===== config.mk =====
export PLATFORM = sky130hd
export DESIGN_NAME = pll_multiplier_prescaler_regs
export DESIGN_NICKNAME = d
export VERILOG_FILES = /design/src/hw/pll_mult_prescale_pkg.sv /design/src/hw/pll_multiplier_prescaler_regs.sv
export VERILOG_INCLUDE_DIRS = /design/src /design/src/hw
export SDC_FILE = /design/constraint.sdc
export NUM_CORES = 1
export LEC_CHECK = 0
export BUFFER_PORTS_ARGS = -buffer_cell sky130_fd_sc_hd__buf_2
export CAP_MARGIN = 25
export CORE_MARGIN = 2
export CORE_UTILIZATION = 47
export CTS_CLUSTER_SIZE = 16
export DETAILED_ROUTE_END_ITERATION = 10
export PLACE_DENSITY = 0.9
export SLEW_MARGIN = 20
export SYNTH_ARGS = -nofsm -noshare
export SYNTH_HDL_FRONTEND = slang
export SYNTH_SLANG_ARGS = --single-unit

===== constraint.sdc =====
create_clock -name sys_clk_in -period 5.79 [get_ports sys_clk_in]
set_clock_uncertainty 0.05 [all_clocks]
set_input_delay 0 -clock sys_clk_in [delete_from_list [all_inputs] [get_ports sys_clk_in]]
set_output_delay 0 -clock sys_clk_in [all_outputs]
set_load 0.01 [all_outputs]

===== src/hw/pll_mult_prescale_params.svh =====
/*
  Offsets, field positions, reset values and codes for the PLL multiplier and prescaler registers.
  Assumes it is included by bare name from files under hw/.
*/
`ifndef PLL_MULT_PRESCALE_PARAMS_SVH
`define PLL_MULT_PRESCALE_PARAMS_SVH

`define MULT_CTRL_ADDR 16'h1C88
`define PRESCALE_DIV_ADDR 16'h1C8A
`define FIELD_MSB 4
`define FIELD_LSB 0
`define ENABLE_BIT 15
`define MULT_SELECT_RESET 5'h00
`define PRESCALE_RATIO_RESET 5'h00
`define PRESCALE_ENABLE_RESET 1'h1
`define MULT_VALID_RESET 1'h0
`define PLL_FACTOR_RESET 4'h0
`define PRESCALE_DIVIDE_RESET 6'h01
`define READ_DATA_RESET 16'h0000
`define MULT_CODE_MIN 5'h02
`define MULT_CODE_MAX 5'h0F
`define PLL_FACTOR_RESERVED 4'h0
`define BYPASS_DIVIDE 6'h01

`endif


===== src/hw/pll_mult_prescale_pkg.sv =====
/*
  Types shared by the PLL multiplier and prescaler register block.
  Assumes no surroundings beyond a SystemVerilog compiler.
*/
package pll_mult_prescale_pkg;
  typedef logic [4:0] field5_t;
  typedef logic [15:0] io_word_t;
  typedef logic [5:0] divide_t;
endpackage


===== src/hw/pll_multiplier_prescaler_regs.sv =====
/*
  PLL multiplier-select and input prescaler registers on the I/O register map, with the settings
  they give the clock generator: the multiplier factor, its validity and the prescaler divide ratio.
  Assumes a synchronous I/O port on the system clock: one-cycle write and read strobes qualified by
  the address, write data valid with the write strobe, and read data returned one cycle after the read.
  Assumes the PLL and the prescaler divider sit outside and only consume these settings.
*/
`timescale 1ns/1ps
`include "pll_mult_prescale_params.svh"

module pll_multiplier_prescaler_regs
  import pll_mult_prescale_pkg::*;
(
  input wire logic sys_clk_in,
  input wire logic rst_in,
  input wire logic [15:0] io_addr_in,
  input wire logic io_write_in,
  input wire logic [15:0] io_wdata_in,
  input wire logic io_read_in,
  output logic [15:0] io_rdata_out,
  output logic io_hit_out,
  output logic [4:0] pll_multiplier_select_out,
  output logic mult_code_valid_out,
  output logic [4:0] prescaler_ratio_out,
  output logic prescaler_enable_out,
  output logic [5:0] prescale_divide_out,
  output logic [3:0] pll_factor_out
);

  field5_t mult_reg;
  field5_t mult_next;
  field5_t ratio_reg;
  field5_t ratio_next;
  logic enable_reg;
  logic enable_next;
  logic valid_reg;
  logic valid_next;
  logic [3:0] factor_reg;
  logic [3:0] factor_next;
  divide_t divide_reg;
  divide_t divide_next;
  io_word_t rdata_reg;
  io_word_t rdata_next;
  field5_t wdata_field;
  logic wdata_enable;
  logic hit_mult;
  logic hit_div;
  logic write_mult;
  logic write_div;
  logic read_mult;
  logic read_div;
  logic read_none;

  assign hit_mult = (io_addr_in == `MULT_CTRL_ADDR);
  assign hit_div = (io_addr_in == `PRESCALE_DIV_ADDR);
  assign io_hit_out = hit_mult | hit_div;

  assign write_mult = io_write_in & hit_mult;
  assign write_div = io_write_in & hit_div;
  assign read_mult = io_read_in & hit_mult;
  assign read_div = io_read_in & hit_div;
  assign read_none = io_read_in & ~hit_mult & ~hit_div;

  // used write bits
  // Only the documented fields are taken from the write word, so writes to reserved bits are lost here.
  assign wdata_field = io_wdata_in[`FIELD_MSB:`FIELD_LSB];
  assign wdata_enable = io_wdata_in[`ENABLE_BIT];

  always_comb begin
    mult_next = mult_reg;
    if (write_mult) begin
      mult_next = wdata_field;
    end
  end

  always_ff @(posedge sys_clk_in) begin
    if (rst_in) begin
      mult_reg <= `MULT_SELECT_RESET;
    end else begin
      mult_reg <= mult_next;
    end
  end

  always_comb begin
    ratio_next = ratio_reg;
    if (write_div) begin
      ratio_next = wdata_field;
    end
  end

  always_ff @(posedge sys_clk_in) begin
    if (rst_in) begin
      ratio_reg <= `PRESCALE_RATIO_RESET;
    end else begin
      ratio_reg <= ratio_next;
    end
  end

  always_comb begin
    enable_next = enable_reg;
    if (write_div) begin
      enable_next = wdata_enable;
    end
  end

  always_ff @(posedge sys_clk_in) begin
    if (rst_in) begin
      enable_reg <= `PRESCALE_ENABLE_RESET;
    end else begin
      enable_reg <= enable_next;
    end
  end

  // reserved code flag
  // Reserved codes are stored as written so software can read back what it wrote.
  always_comb begin
    valid_next = (mult_next >= `MULT_CODE_MIN) && (mult_next <= `MULT_CODE_MAX);
  end

  always_ff @(posedge sys_clk_in) begin
    if (rst_in) begin
      valid_reg <= `MULT_VALID_RESET;
    end else begin
      valid_reg <= valid_next;
    end
  end

  // locked output factor
  // A reserved code yields zero so the PLL is never handed an undefined ratio.
  always_comb begin
    factor_next = `PLL_FACTOR_RESERVED;
    if (valid_next) begin
      factor_next = mult_next[3:0];
    end
  end

  always_ff @(posedge sys_clk_in) begin
    if (rst_in) begin
      factor_reg <= `PLL_FACTOR_RESET;
    end else begin
      factor_reg <= factor_next;
    end
  end

  // prescaler divide ratio
  // A disabled prescaler passes the reference straight through, which counts as divide by one.
  always_comb begin
    divide_next = `BYPASS_DIVIDE;
    if (enable_next) begin
      divide_next = {1'h0, ratio_next} + 6'h01;
    end
  end

  always_ff @(posedge sys_clk_in) begin
    if (rst_in) begin
      divide_reg <= `PRESCALE_DIVIDE_RESET;
    end else begin
      divide_reg <= divide_next;
    end
  end

  always_comb begin
    rdata_next = rdata_reg;
    if (read_mult) begin
      rdata_next = 16'h0000;
      rdata_next[`FIELD_MSB:`FIELD_LSB] = mult_reg;
    end else if (read_div) begin
      rdata_next = 16'h0000;
      rdata_next[`FIELD_MSB:`FIELD_LSB] = ratio_reg;
      rdata_next[`ENABLE_BIT] = enable_reg;
    end else if (read_none) begin
      rdata_next = 16'h0000;
    end
  end

  // registered read data
  // The read word is built from the state before the edge, so a read beside a write returns the old value.
  always_ff @(posedge sys_clk_in) begin
    if (rst_in) begin
      rdata_reg <= `READ_DATA_RESET;
    end else begin
      rdata_reg <= rdata_next;
    end
  end

  // The settings leave from flip-flops, so the clock generator never sees a decode glitch.
  // read data output
  assign io_rdata_out = rdata_reg;

  assign pll_multiplier_select_out = mult_reg;
  assign mult_code_valid_out = valid_reg;

  assign prescaler_ratio_out = ratio_reg;
  assign prescaler_enable_out = enable_reg;
  assign prescale_divide_out = divide_reg;

  assign pll_factor_out = factor_reg;

endmodule


# --- Yosys cells after proc, flatten, opt, wreduce, memory -nomap -nowiden ---
# Index checks and enable logic that the tools add are counted.
totals:
  out_inout_bits: 39
  register_bits: 28
  input_bits: 36
  elab_cells: 36
op_classes:
  n_reduce_logical: 6
  bitwise_logic: 11
  n_eq_ne: 2
  n_mux: 6
  order_cmp: 2
  n_addsub: 1
op_table:
  columns: ["operator", "count"]
  rows:
  - ["16-bit by 13-bit equality test with 1-bit output, second input constant", 2]
  - ["16-bit 2-to-1 mux", 2]
  - ["5-bit 2-to-1 mux", 3]
  - ["5-bit by 1-bit adder with 6-bit output, second input constant", 1]
  - ["1-bit AND", 6]
  - ["2-bit OR reduction", 3]
  - ["5-bit by 2-bit >= comparator with 1-bit output, second input constant", 1]
  - ["5-bit by 4-bit <= comparator with 1-bit output, second input constant", 1]
  - ["1-bit NOT", 4]
  - ["3-bit nonzero test", 1]
  - ["2-bit nonzero test", 1]
  - ["1-bit logical AND", 1]
  - ["1-bit 2-to-1 mux", 1]
  - ["1-bit OR", 1]

# --- Depth between registers and ports, before layout ---
# Gate-level depths: netlist (run 1).
depth:
  ltp_word: 7
  depth_mapped: 10
  ltp_nobuf: 9

# --- Least setup slack after synthesis (run 1) ---
# No wires, ideal clock.
synth_path:
  path_type: "input -> register"
  start: "input port io_addr_in[6]"
  end: "register divide_reg[4] (netlist: prescale_divide_out[4])"
  setup_ns: 0.086
  n_path_buf: 1
  setup_slack_ns: 3.864
  cell_stages: 10
  t_arrival_ns: 1.791
  t_required_ns: 5.654
  path_cell_list: "nor4b_2 > nand4_2 > or2_1 > buf_6 > mux2_4 > ha_1 > nand3_1 > xnor2_1 > nor2_1 > a211oi_1"
synth_via:
  word_cells_on_any_way: 7
  cone_classes: "1 x add/sub; 1 x eq/ne; 2 x mux; 2 x bitwise; 1 x reduce/logical"
synth_lines:
  columns: ["element", "line", "text"]
  rows:
  - ["start, declared", "pll_multiplier_prescaler_regs.sv:16", "input wire logic [15:0] io_addr_in,"]
  - ["16-bit by 13-bit equality test with 1-bit output (no line)", null, null]
  - ["1-bit AND", "pll_multiplier_prescaler_regs.sv:59", "assign write_div = io_write_in & hit_div;"]
  - ["5-bit 2-to-1 mux", "pll_multiplier_prescaler_regs.sv:86", "if (write_div) begin"]
  - ["net ratio_next[0]", "pll_multiplier_prescaler_regs.sv:33", "field5_t ratio_next;"]
  - ["5-bit by 1-bit adder with 6-bit output", "pll_multiplier_prescaler_regs.sv:150", "divide_next = {1'h0, ratio_next} + 6'h01;"]
  - ["end signal, assigned", "pll_multiplier_prescaler_regs.sv:156", "divide_reg <= `PRESCALE_DIVIDE_RESET;"]
  - ["end signal, assigned", "pll_multiplier_prescaler_regs.sv:158", "divide_reg <= divide_next;"]
  - ["end, declared", "pll_multiplier_prescaler_regs.sv:40", "divide_t divide_reg;"]
# The timed path passes the listed nets, and every way through them passes these cells.
# A chain may end at the register's enable or synchronous reset.

# --- Final worst setup path (run 1) ---
# Same ends and word-level chain as after synthesis.

==> results.py, run 1 <==
metrics = {
    "clocking": {
        "htreeDepth": 1,
        "clock_path_buffers": 2,
        "cts_tree": "built",
        "ctsResizeCount": 0,
        "clk_latency_ns": 0.33,
        "clk_pin_slew_ns": 0.15,
        "cts_setup_buffers": 0,
        "cts_root_buf": "clkbuf_4",
        "cts_inserted_buffers": 3,
        "cts_sinks": 28,
    },
    "worst_setup_path": {
        "arrival_ns": 2.13,
        "critPathMaxStageDelay_ns": 0.37,
        "r2r-start": "prescaler_ratio_out[0]",
        "critPathCaptureType": "flip-flop",
        "required_ns": 6.01,
        "path_max_fanout": 7,
        "cp_slowest_cell": "or2_1",
        "path_cells": "buf_2, nor4b_2, nand4_2, or2_1, mux2_4, ha_1, nand3_1, xnor2_1, nor2_1, a211oi_1",
        "setup.worst_path.start": "io_addr_in[6]",
        "reg2reg_slack_ns": 4.27,
        "start_kind": "input pin",
        "crit_type": "in -> reg",
    },
    "die": {
        "num_rows": 19,
        "die_area_um2": 3360,
        "die_w_um": 57.97,
        "initial_core_util": 0.4964,
        "die_y_um": 57.97,
        "core-area_um2": 2758,
        "ios": 75,
    },
    "place": {
        "dp_hpwl_um": 2368,
        "numPlacedInstances": 224,
        "post-place-ws_ns": 3.548,
        "io_buffers": 54,
        "gp_congestion": 0.8243,
    },
    "global_routing": {
        "antenna_found_initial": 0,
        "grt_pass1_wl_um": 5078,
        "grt_max_degree": 20,
        "first_global_vias": 1192,
        "overflow": 0,
        "grt_usage": 0.1908,
    },
    "power": {
        "peakVddDrop_mv": 0.2255,
        "p_total_uw": 352.4,
        "p_per_area_nw_per_um2": 200.3,
        "leakage_uw": 0.0008120,
    },
    "final_layout": {
        "drive_above_1_share": 0.3623,
        "area_growth_syn_to_layout_pct": 28.52,
        "finalNetCount": 245,
        "final_core_util": 0.6379,
        "antenna_cells": 0,
        "stdcell_count": 238,
    },
    "routing": {
        "routed_via_density": 5.248,
        "ant_nets": 0,
        "dr.pass1.iters": 4,
        "drtIter0Drc": 38,
        "post_drt_wl_per_cell_um": 13.27,
        "routed_wirelength_um": 3159,
        "drc_errors": 0,
        "vias": 1249,
    },
    "timing": {
        "setup_violations": 0,
        "setup_ws_ns": 3.879,
        "finalMaxSlewViolations": 0,
        "setup_tns_ns": 0,
        "clock.fmax_mhz": 523.4,
        "grt_setup_unrepaired": "false",
        "relSlewSlack": 0.6630,
        "fin_crit_ns": 1.911,
        "timing.final.crit_share": 0.3300,
        "finalHoldViolCount": 0,
        "tightest_slew_ns": 0.5021,
    },
    "yosys": {
        "ys_ff_latch": 28,
        "synth_area_per_cell_um2": 9.375,
        "synth_area_um2": 1369,
        "ys_warn_count": 0,
        "seq_area_frac_synth": 0.4095,
        "synth_cell_type_count": 40,
        "syn_inst": 146,
    },
    "run": {
        "drv_cap": 0,
    },
    "hold_path": {
        "min_path_type": "in -> reg",
        "min_from": "io_addr_in[1]",
    },
    "status": {
        "status": "finished, final reports clean",
    },
}
## report_power, final
part           total [uW]  leakage [uW]  switching (uW)  internal, uW
combinational        31.6      0.000558            17.5          14.2
clock                 127     0.0000279            57.0          70.1
sequential            194      0.000226           0.417           193
## metrics by stage
stage               hold WS [ns]  instance area [um2]
detailed placement        0.2633                 1607
finish                   0.01620                 1759
global placement          0.2526                 1607
global route             0.03739                 1759
floorplan                0.09045                 1403
CTS                     0.007472                 1759
## cell usage in the layout (no fill, tap or decap), drive strengths merged, types with 7 or more instances in the layout
master       count
nand3            7
dlygate4sd3     10
nand2b           7
nand2            7
nor2            10
conb            10
mux2             7
dfxtp           28
a21oi           12
buf             54
## what timing repair did
action,in CTS,in global routing
setup endpoints to repair,0,0
hold buffers,10,0
endpoints found under the hold margin,16,0
## synthesized netlist by cell type
master / instances / share of area
nor4bb_1: 1 / 0.0073
nor3_1: 4 / 0.015
nand4_2: 1 / 0.0091
nor3b_1: 3 / 0.016
mux2_2: 5 / 0.041
a211oi_1: 4 / 0.022
xnor2_1: 2 / 0.013
o21ai_1: 1 / 0.0037
inv_1: 4 / 0.011
and2_4: 2 / 0.013
clkbuf_1: 4 / 0.011
nand2b_1: 7 / 0.032
xor2_1: 2 / 0.013
buf_6: 1 / 0.0082
buf_1: 1 / 0.0027
o21ai_0: 2 / 0.0073
or3_1: 1 / 0.0046
nand4_1: 3 / 0.014
nor2_1: 9 / 0.025
a21oi_1: 12 / 0.044
nand3_1: 7 / 0.026
ha_1: 1 / 0.0091
and4_1: 2 / 0.013
dfxtp_1: 28 / 0.41
mux2_4: 2 / 0.022
or2_1: 1 / 0.0046
nand2_1: 7 / 0.019
nor4b_4: 1 / 0.017
nor2_2: 1 / 0.0046
nor4_1: 1 / 0.0046
o21a_1: 1 / 0.0055
a21boi_0: 2 / 0.011
buf_4: 10 / 0.055
conb_1: 1 / 0.0027
mux2i_1: 4 / 0.029
or3b_2: 1 / 0.0064
and3_1: 3 / 0.014
or4_2: 1 / 0.0064
nor4b_2: 1 / 0.011
and4bb_2: 2 / 0.018
## per-layer routing
| layer | vias up | wire length (um) | track usage |
|---|---|---|---|
| met5 | - | 0 | 0 |
| met1 | 580 | 1301 | 0.2165 |
| li1 | 614 | - | - |
| met2 | 48 | 1629 | 0.3539 |
| met4 | 0 | 51 | 0.07309 |
| met3 | 7 | 178 | 0.03125 |
## state kept, by name, indices dropped and copies added (netlist names)
register,flops
io_rdata_out,6
prescaler_enable_out,1
mult_code_valid_out,1
pll_factor_out,4
pll_multiplier_select_out,5
prescale_divide_out,6
prescaler_ratio_out,5
## layout make-up
class	instances	area [um2]
fillers	221	998.5
multi-input cells	107	721.9
flip-flops and latches	28	560.5
repair buffers	64	370.4
well taps	31	38.79
clock inverters	1	30.03
clock buffers	3	22.52
inverters	4	15.01
## cells by family after synthesis
family | count (synthesis) | synth area share
buffers and inverters | 20 | 0.08774
and+or+nand+nor | 59 | 0.2797
DFF | 28 | 0.4095
AOI/OAI and AO/OA | 22 | 0.09323
xor gates and xnor gates | 4 | 0.02560
adders and majority gates | 1 | 0.009139
other | 1 | 0.002740
muxes | 11 | 0.09232
## final timing paths
check | end | depth (start not counted)
hold reg to reg | io_rdata_out[1] | 2
hold / removal | io_rdata_out[15] | 3
setup reg to reg | prescale_divide_out[4] | 6
setup / recovery | prescale_divide_out[4] | 10
## worst max-delay path, delay by kind of cell
family	cells	cell delay (ns)
AOI/OAI and AO/OA	1	0.20
xor gates and xnor gates	1	0.14
adders and majority gates	1	0.25
buffers and inverters	1	0.11
muxes	1	0.35
and+or+nand+nor	5	1.07
Power figures use the tool's default switching activity.
==> run 2, diff against run 1 <==
- CORE_UTILIZATION: 47 -> 39
- PLACE_DENSITY: 0.9 -> 0.8
- clock period: 5.79 -> 1.6 ns (I/O delays scaled with it)
==> results.py, run 2 (same netlist as run 1, synthesis figures left out) <==
metrics = {
    "clocking": {
        "htreeDepth": 1,
        "cts_root_buf": "clkbuf_4",
        "cts_inserted_buffers": 3,
        "cts_sinks": 28,
        "clock_path_buffers": 2,
        "clk_latency_ns": 0.32,
        "clk_pin_slew_ns": 0.14,
        "cts_tree": "built",
    },
    "final_layout": {
        "layout_commonest_cell": "buf_2",
        "mostFrequentLayoutCells": "buf_2, dfxtp_1, buf_4",
        "finalNetCount": 256,
        "drive_above_1_share": 0.4312,
        "antenna_cells": 0,
        "final_cell_area_um2": 1914,
        "fill_cells": 316,
        "area_growth_syn_to_layout_pct": 39.85,
        "final_core_util": 0.5692,
    },
    "routing": {
        "post_drt_wl_per_cell_um": 12.56,
        "ant_nets": 0,
        "wl_met2_um": 1639,
        "routed_wirelength_um": 3315,
        "vias": 1276,
        "top_layer": "met4",
        "routed-wl-met3_um": 212,
        "drtIter0Drc": 54,
        "routed_via_density": 4.833,
        "met1_length_um": 1448,
        "drc_errors": 0,
        "dr.pass1.iters": 4,
    },
    "global_routing": {
        "grt_usage": 0.1655,
        "grt_pass1_wl_um": 5326,
        "first_global_vias": 1182,
        "overflow": 0,
        "grt_max_degree": 20,
        "antenna_found_initial": 0,
    },
    "run": {
        "drv_cap": 0,
    },
    "timing": {
        "finalHoldViolCount": 0,
        "finalMaxSlewViolations": 0,
        "fin_crit_ns": 1.561,
        "hold_ws_ns": 0.07748,
        "timing.final.crit_share": 0.9754,
        "clock.fmax_mhz": 640.8,
        "setup_violations": 0,
        "setup_tns_ns": 0,
    },
    "power": {
        "p_per_area_nw_per_um2": 611.2,
        "p_int_uw": 906.6,
        "peakVddDrop_mv": 0.4976,
        "switching_share": 0.2251,
        "power.switching_uw": 263.4,
        "leakage_uw": 0.0008785,
        "clock_power_share": 0.284,
        "p_total_uw": 1170,
        "p_seq_frac": 0.599,
        "pwr-share-comb": 0.117,
    },
    "die": {
        "initial_core_util": 0.4070,
        "die_y_um": 63.25,
        "num_rows": 21,
        "ios": 75,
        "core-area_um2": 3363,
        "die_w_um": 63.25,
        "die_area_um2": 4000,
    },
    "worst_setup_path": {
        "start_kind": "input pin",
        "arrival_ns": 1.77,
        "required_ns": 1.81,
        "critPathCaptureType": "flip-flop",
        "crit_type": "in -> reg",
        "path_max_fanout": 4,
    },
    "hold_path": {
        "min_path_type": "in -> reg",
    },
    "place": {
        "dp_hpwl_um": 2555,
        "gp_congestion": 0.8581,
        "placed_area_um2": 1750,
        "io_buffers": 54,
    },
    "status": {
        "status": "finished, final reports clean",
    },
}
==> run 2: cell type report <==
class | instances | area [um2] | area share
clock buffers | 4 | 36.28 | 0.01895
inverters | 4 | 15.01 | 0.007843
multi-input cells | 107 | 774.5 | 0.4046
flip-flops and latches | 28 | 560.5 | 0.2928
well taps | 46 | 57.56 | 0.03007
repair buffers | 75 | 470.5 | 0.2458
==> run 2: critical path, stage by stage <==
cell      delay (ns)
buf_6           0.10
nor4b_4         0.31
nand4_4         0.12
or2_4           0.27
mux2_4          0.33
ha_4            0.18
nand3_4         0.08
xnor2_2         0.11
nor2_1          0.06
a211oi_1        0.20
==> run 2: worst paths after layout <==
| path | start | to | slack, ns | depth (start not counted) |
|---|---|---|---|---|
| setup reg to reg | prescaler_ratio_out[0] | prescale_divide_out[4] | 0.18 | 6 |
| hold reg to reg | io_rdata_out[2] | io_rdata_out[2] | 0.43 | 2 |
| setup / recovery | io_addr_in[15] | prescale_divide_out[4] | 0.04 | 10 |
| hold / removal | io_addr_in[1] | io_rdata_out[15] | 0.08 | 4 |
==> run 2: timing repair <==
action | 4_1_cts | 5_1_grt
endpoints found under the setup margin | 0 | 1
buffers inserted | 0 | 2
hold buffers | 7 | 0
gates resized for setup | 0 | 11
hold endpoints to repair | 14 | 0
==> run 2: stage by stage <==
step | cells | setup slack (ns)
after global placement | 251 | -0.2596
after floorplan | 155 | -0.2084
after CTS | 262 | 0.02343
after global routing | 264 | -0.01717
final | 264 | 0.03940
after detailed placement | 251 | -0.3237
==> run 2: routing by layer <==
layer | track usage | up-vias
met5 | 0 | -
met4 | 0.02446 | 0
met3 | 0.05000 | 2
met2 | 0.2793 | 43
met1 | 0.2133 | 594
li1 | - | 637
==> run 2: power groups by stage <==
stage / combinational, uW / clock [uW] / sequential (uW)
6_report: 137 / 332 / 700
3_5_place_dp: 117 / 0 / 716
4_1_cts: 130 / 344 / 700
2_1_floorplan: 68.5 / 0 / 716
5_1_grt: 148 / 390 / 701
3_3_place_gp: 114 / 0 / 715
==> run 3, diff against run 2 <==
- CELL_PAD_IN_SITES_DETAIL_PLACEMENT: default -> 1
- CELL_PAD_IN_SITES_GLOBAL_PLACEMENT: default -> 2
- CORE_UTILIZATION: 39 -> 22
- PLACE_DENSITY: 0.8 -> 0.82
==> results.py, run 3 (same netlist as run 1, synthesis figures left out) <==
metrics = {
    "status": {
        "status": "finished, final reports clean",
    },
    "worst_setup_path": {
        "critPathCaptureType": "flip-flop",
        "critPathMaxStageDelay_ns": 0.33,
        "path_max_fanout": 3,
        "required_ns": 1.75,
        "cp_slowest_cell": "and4bb_2",
        "crit_type": "in -> reg",
        "arrival_ns": 1.74,
        "start_kind": "input pin",
        "path_cells": "buf_2, and4bb_2, nand4_4, or2_4, mux2_4, ha_4, nand3_4, xnor2_2, nor2_1, a211oi_1",
    },
    "place": {
        "gp_congestion": 0.7577,
        "dp_hpwl_um": 3137,
        "io_buffers": 54,
        "post-place-ws_ns": -0.3468,
    },
    "final_layout": {
        "fill_cells": 726,
        "final_core_util": 0.3349,
        "multi_input_area_um2": 794.5,
        "layout_commonest_cell": "buf_2",
        "drive_above_1_share": 0.4541,
        "layout.area.seq_um2": 560.5,
        "mostFrequentLayoutCells": "buf_2, dfxtp_1, buf_4",
        "area_growth_syn_to_layout_pct": 45.70,
        "finalNetCount": 256,
        "antenna_cells": 0,
    },
    "routing": {
        "dr.pass1.iters": 4,
        "routed_via_density": 4.389,
        "routed_wirelength_um": 4090,
        "post_drt_wl_per_cell_um": 13.96,
        "drtIter0Drc": 41,
        "vias": 1286,
        "drc_errors": 0,
        "ant_nets": 0,
    },
    "global_routing": {
        "grt_pass1_wl_um": 6782,
        "grt.busiest_layer": "met2",
        "overflow": 0,
        "use_met1": 0.1424,
        "grt_usage": 0.1194,
        "grt_use_met2": 0.2133,
        "met3_usage": 0.03877,
        "first_global_vias": 1361,
        "grt_max_degree": 19,
        "antenna_found_initial": 0,
    },
    "clocking": {
        "cts_tree": "built",
        "clock_path_buffers": 2,
        "cts_root_buf": "clkbuf_8",
        "htreeDepth": 1,
        "clk_pin_slew_ns": 0.10,
        "clk_latency_ns": 0.28,
        "cts_sinks": 28,
        "cts_inserted_buffers": 3,
    },
    "die": {
        "die_y_um": 82.88,
        "die_w_um": 82.88,
        "core-area_um2": 5956,
        "initial_core_util": 0.2298,
        "ios": 75,
        "num_rows": 28,
        "die_area_um2": 6869,
    },
    "timing": {
        "grt_setup_unrepaired": "true",
        "fin_crit_ns": 1.595,
        "finalHoldViolCount": 0,
        "setup_ws_ns": 0.005331,
        "tightest_slew_ns": 0.6603,
        "finalMaxSlewViolations": 0,
        "relSlewSlack": 0.5559,
        "clock.fmax_mhz": 627.1,
        "setup_tns_ns": 0,
        "timing.final.crit_share": 0.9967,
        "setup_violations": 0,
    },
    "power": {
        "peakVddDrop_mv": 0.3448,
        "p_per_area_nw_per_um2": 699.3,
        "leakage_uw": 0.0008999,
    },
    "hold_path": {
        "min_path_type": "in -> reg",
    },
    "run": {
        "drv_cap": 0,
    },
}
==> run 3: changes by cell type in the layout (fill, tap and decap cells not counted) <==
cell and change:
nor3b_2 +1, nor3_4 +1, clkbuf_4 -3, o21ai_2 +1
o21ai_0 -1, buf_2 +1, nor3b_1 -1, buf_6 -1
bufinv_16 +1, buf_4 +2, clkbuf_8 +2, nor3_1 -1
dlygate4sd3_1 -2
==> run 3: metrics by stage <==
| stage | hold WS, ns | total power, uW | instance area [um2] | std cells |
|---|---|---|---|---|
| finish | 0.02453 | 1395 | 1994 | 293 |
| global route | 0.03350 | 1462 | 1994 | 293 |
| floorplan | 0.09045 | 784.8 | 1438 | 155 |
| global placement | 0.2611 | 836.2 | 1787 | 280 |
| CTS | 0.02121 | 1415 | 1952 | 292 |
| detailed placement | 0.2663 | 838.4 | 1787 | 280 |
==> run 3: where the power goes <==
group | internal (uW) | leakage [uW] | switching [uW]
Combinational | 65.2 | 0.000638 | 71.3
Clock | 335 | 0.0000357 | 224
Sequential | 698 | 0.000226 | 1.01
==> run 3: what timing repair did <==
action	in CTS	in global routing
gates resized for setup	7	7
hold buffers	5	0
endpoints found under the hold margin	5	0
buffers inserted	3	1
endpoints found under the setup margin	1	2
pin swaps	7	3
==> run 3: layout make-up <==
| cell class | count | area share |
|---|---|---|
| Multi-Input combinational cell | 107 | 0.3984 |
| Clock inverter | 1 | 0.01506 |
| Tap cell | 75 | 0.04705 |
| Timing Repair Buffer | 75 | 0.2302 |
| Clock buffer | 3 | 0.02070 |
| Sequential cell | 28 | 0.2811 |
| Inverter | 4 | 0.007528 |
==> run 3: final timing paths <==
| kind | startpoint | to | slack [ns] | cells past startpoint |
|---|---|---|---|---|
| setup / recovery | io_addr_in[8] | prescale_divide_out[4] | 0.005 | 10 |
| hold / removal | io_wdata_in[1] | pll_multiplier_select_out[1] | 0.02 | 3 |
| setup reg to reg | prescaler_ratio_out[2] | prescale_divide_out[2] | 0.10 | 3 |
| hold reg to reg | io_rdata_out[15] | io_rdata_out[15] | 0.43 | 2 |
==> run 3: critical path, delay by kind of cell <==
family | cells | cell delay [ns]
mux | 1 | 0.32
buf+inv | 1 | 0.09
simple gates | 5 | 0.85
fa+ha+maj | 1 | 0.18
compound gates | 1 | 0.18
xor+xnor | 1 | 0.11
==> run 3: layer usage <==
layer,up-vias,share of wire
met2,34,0.51
li1,642,-
met3,0,0.056
met4,0,0
met5,-,0
met1,610,0.43
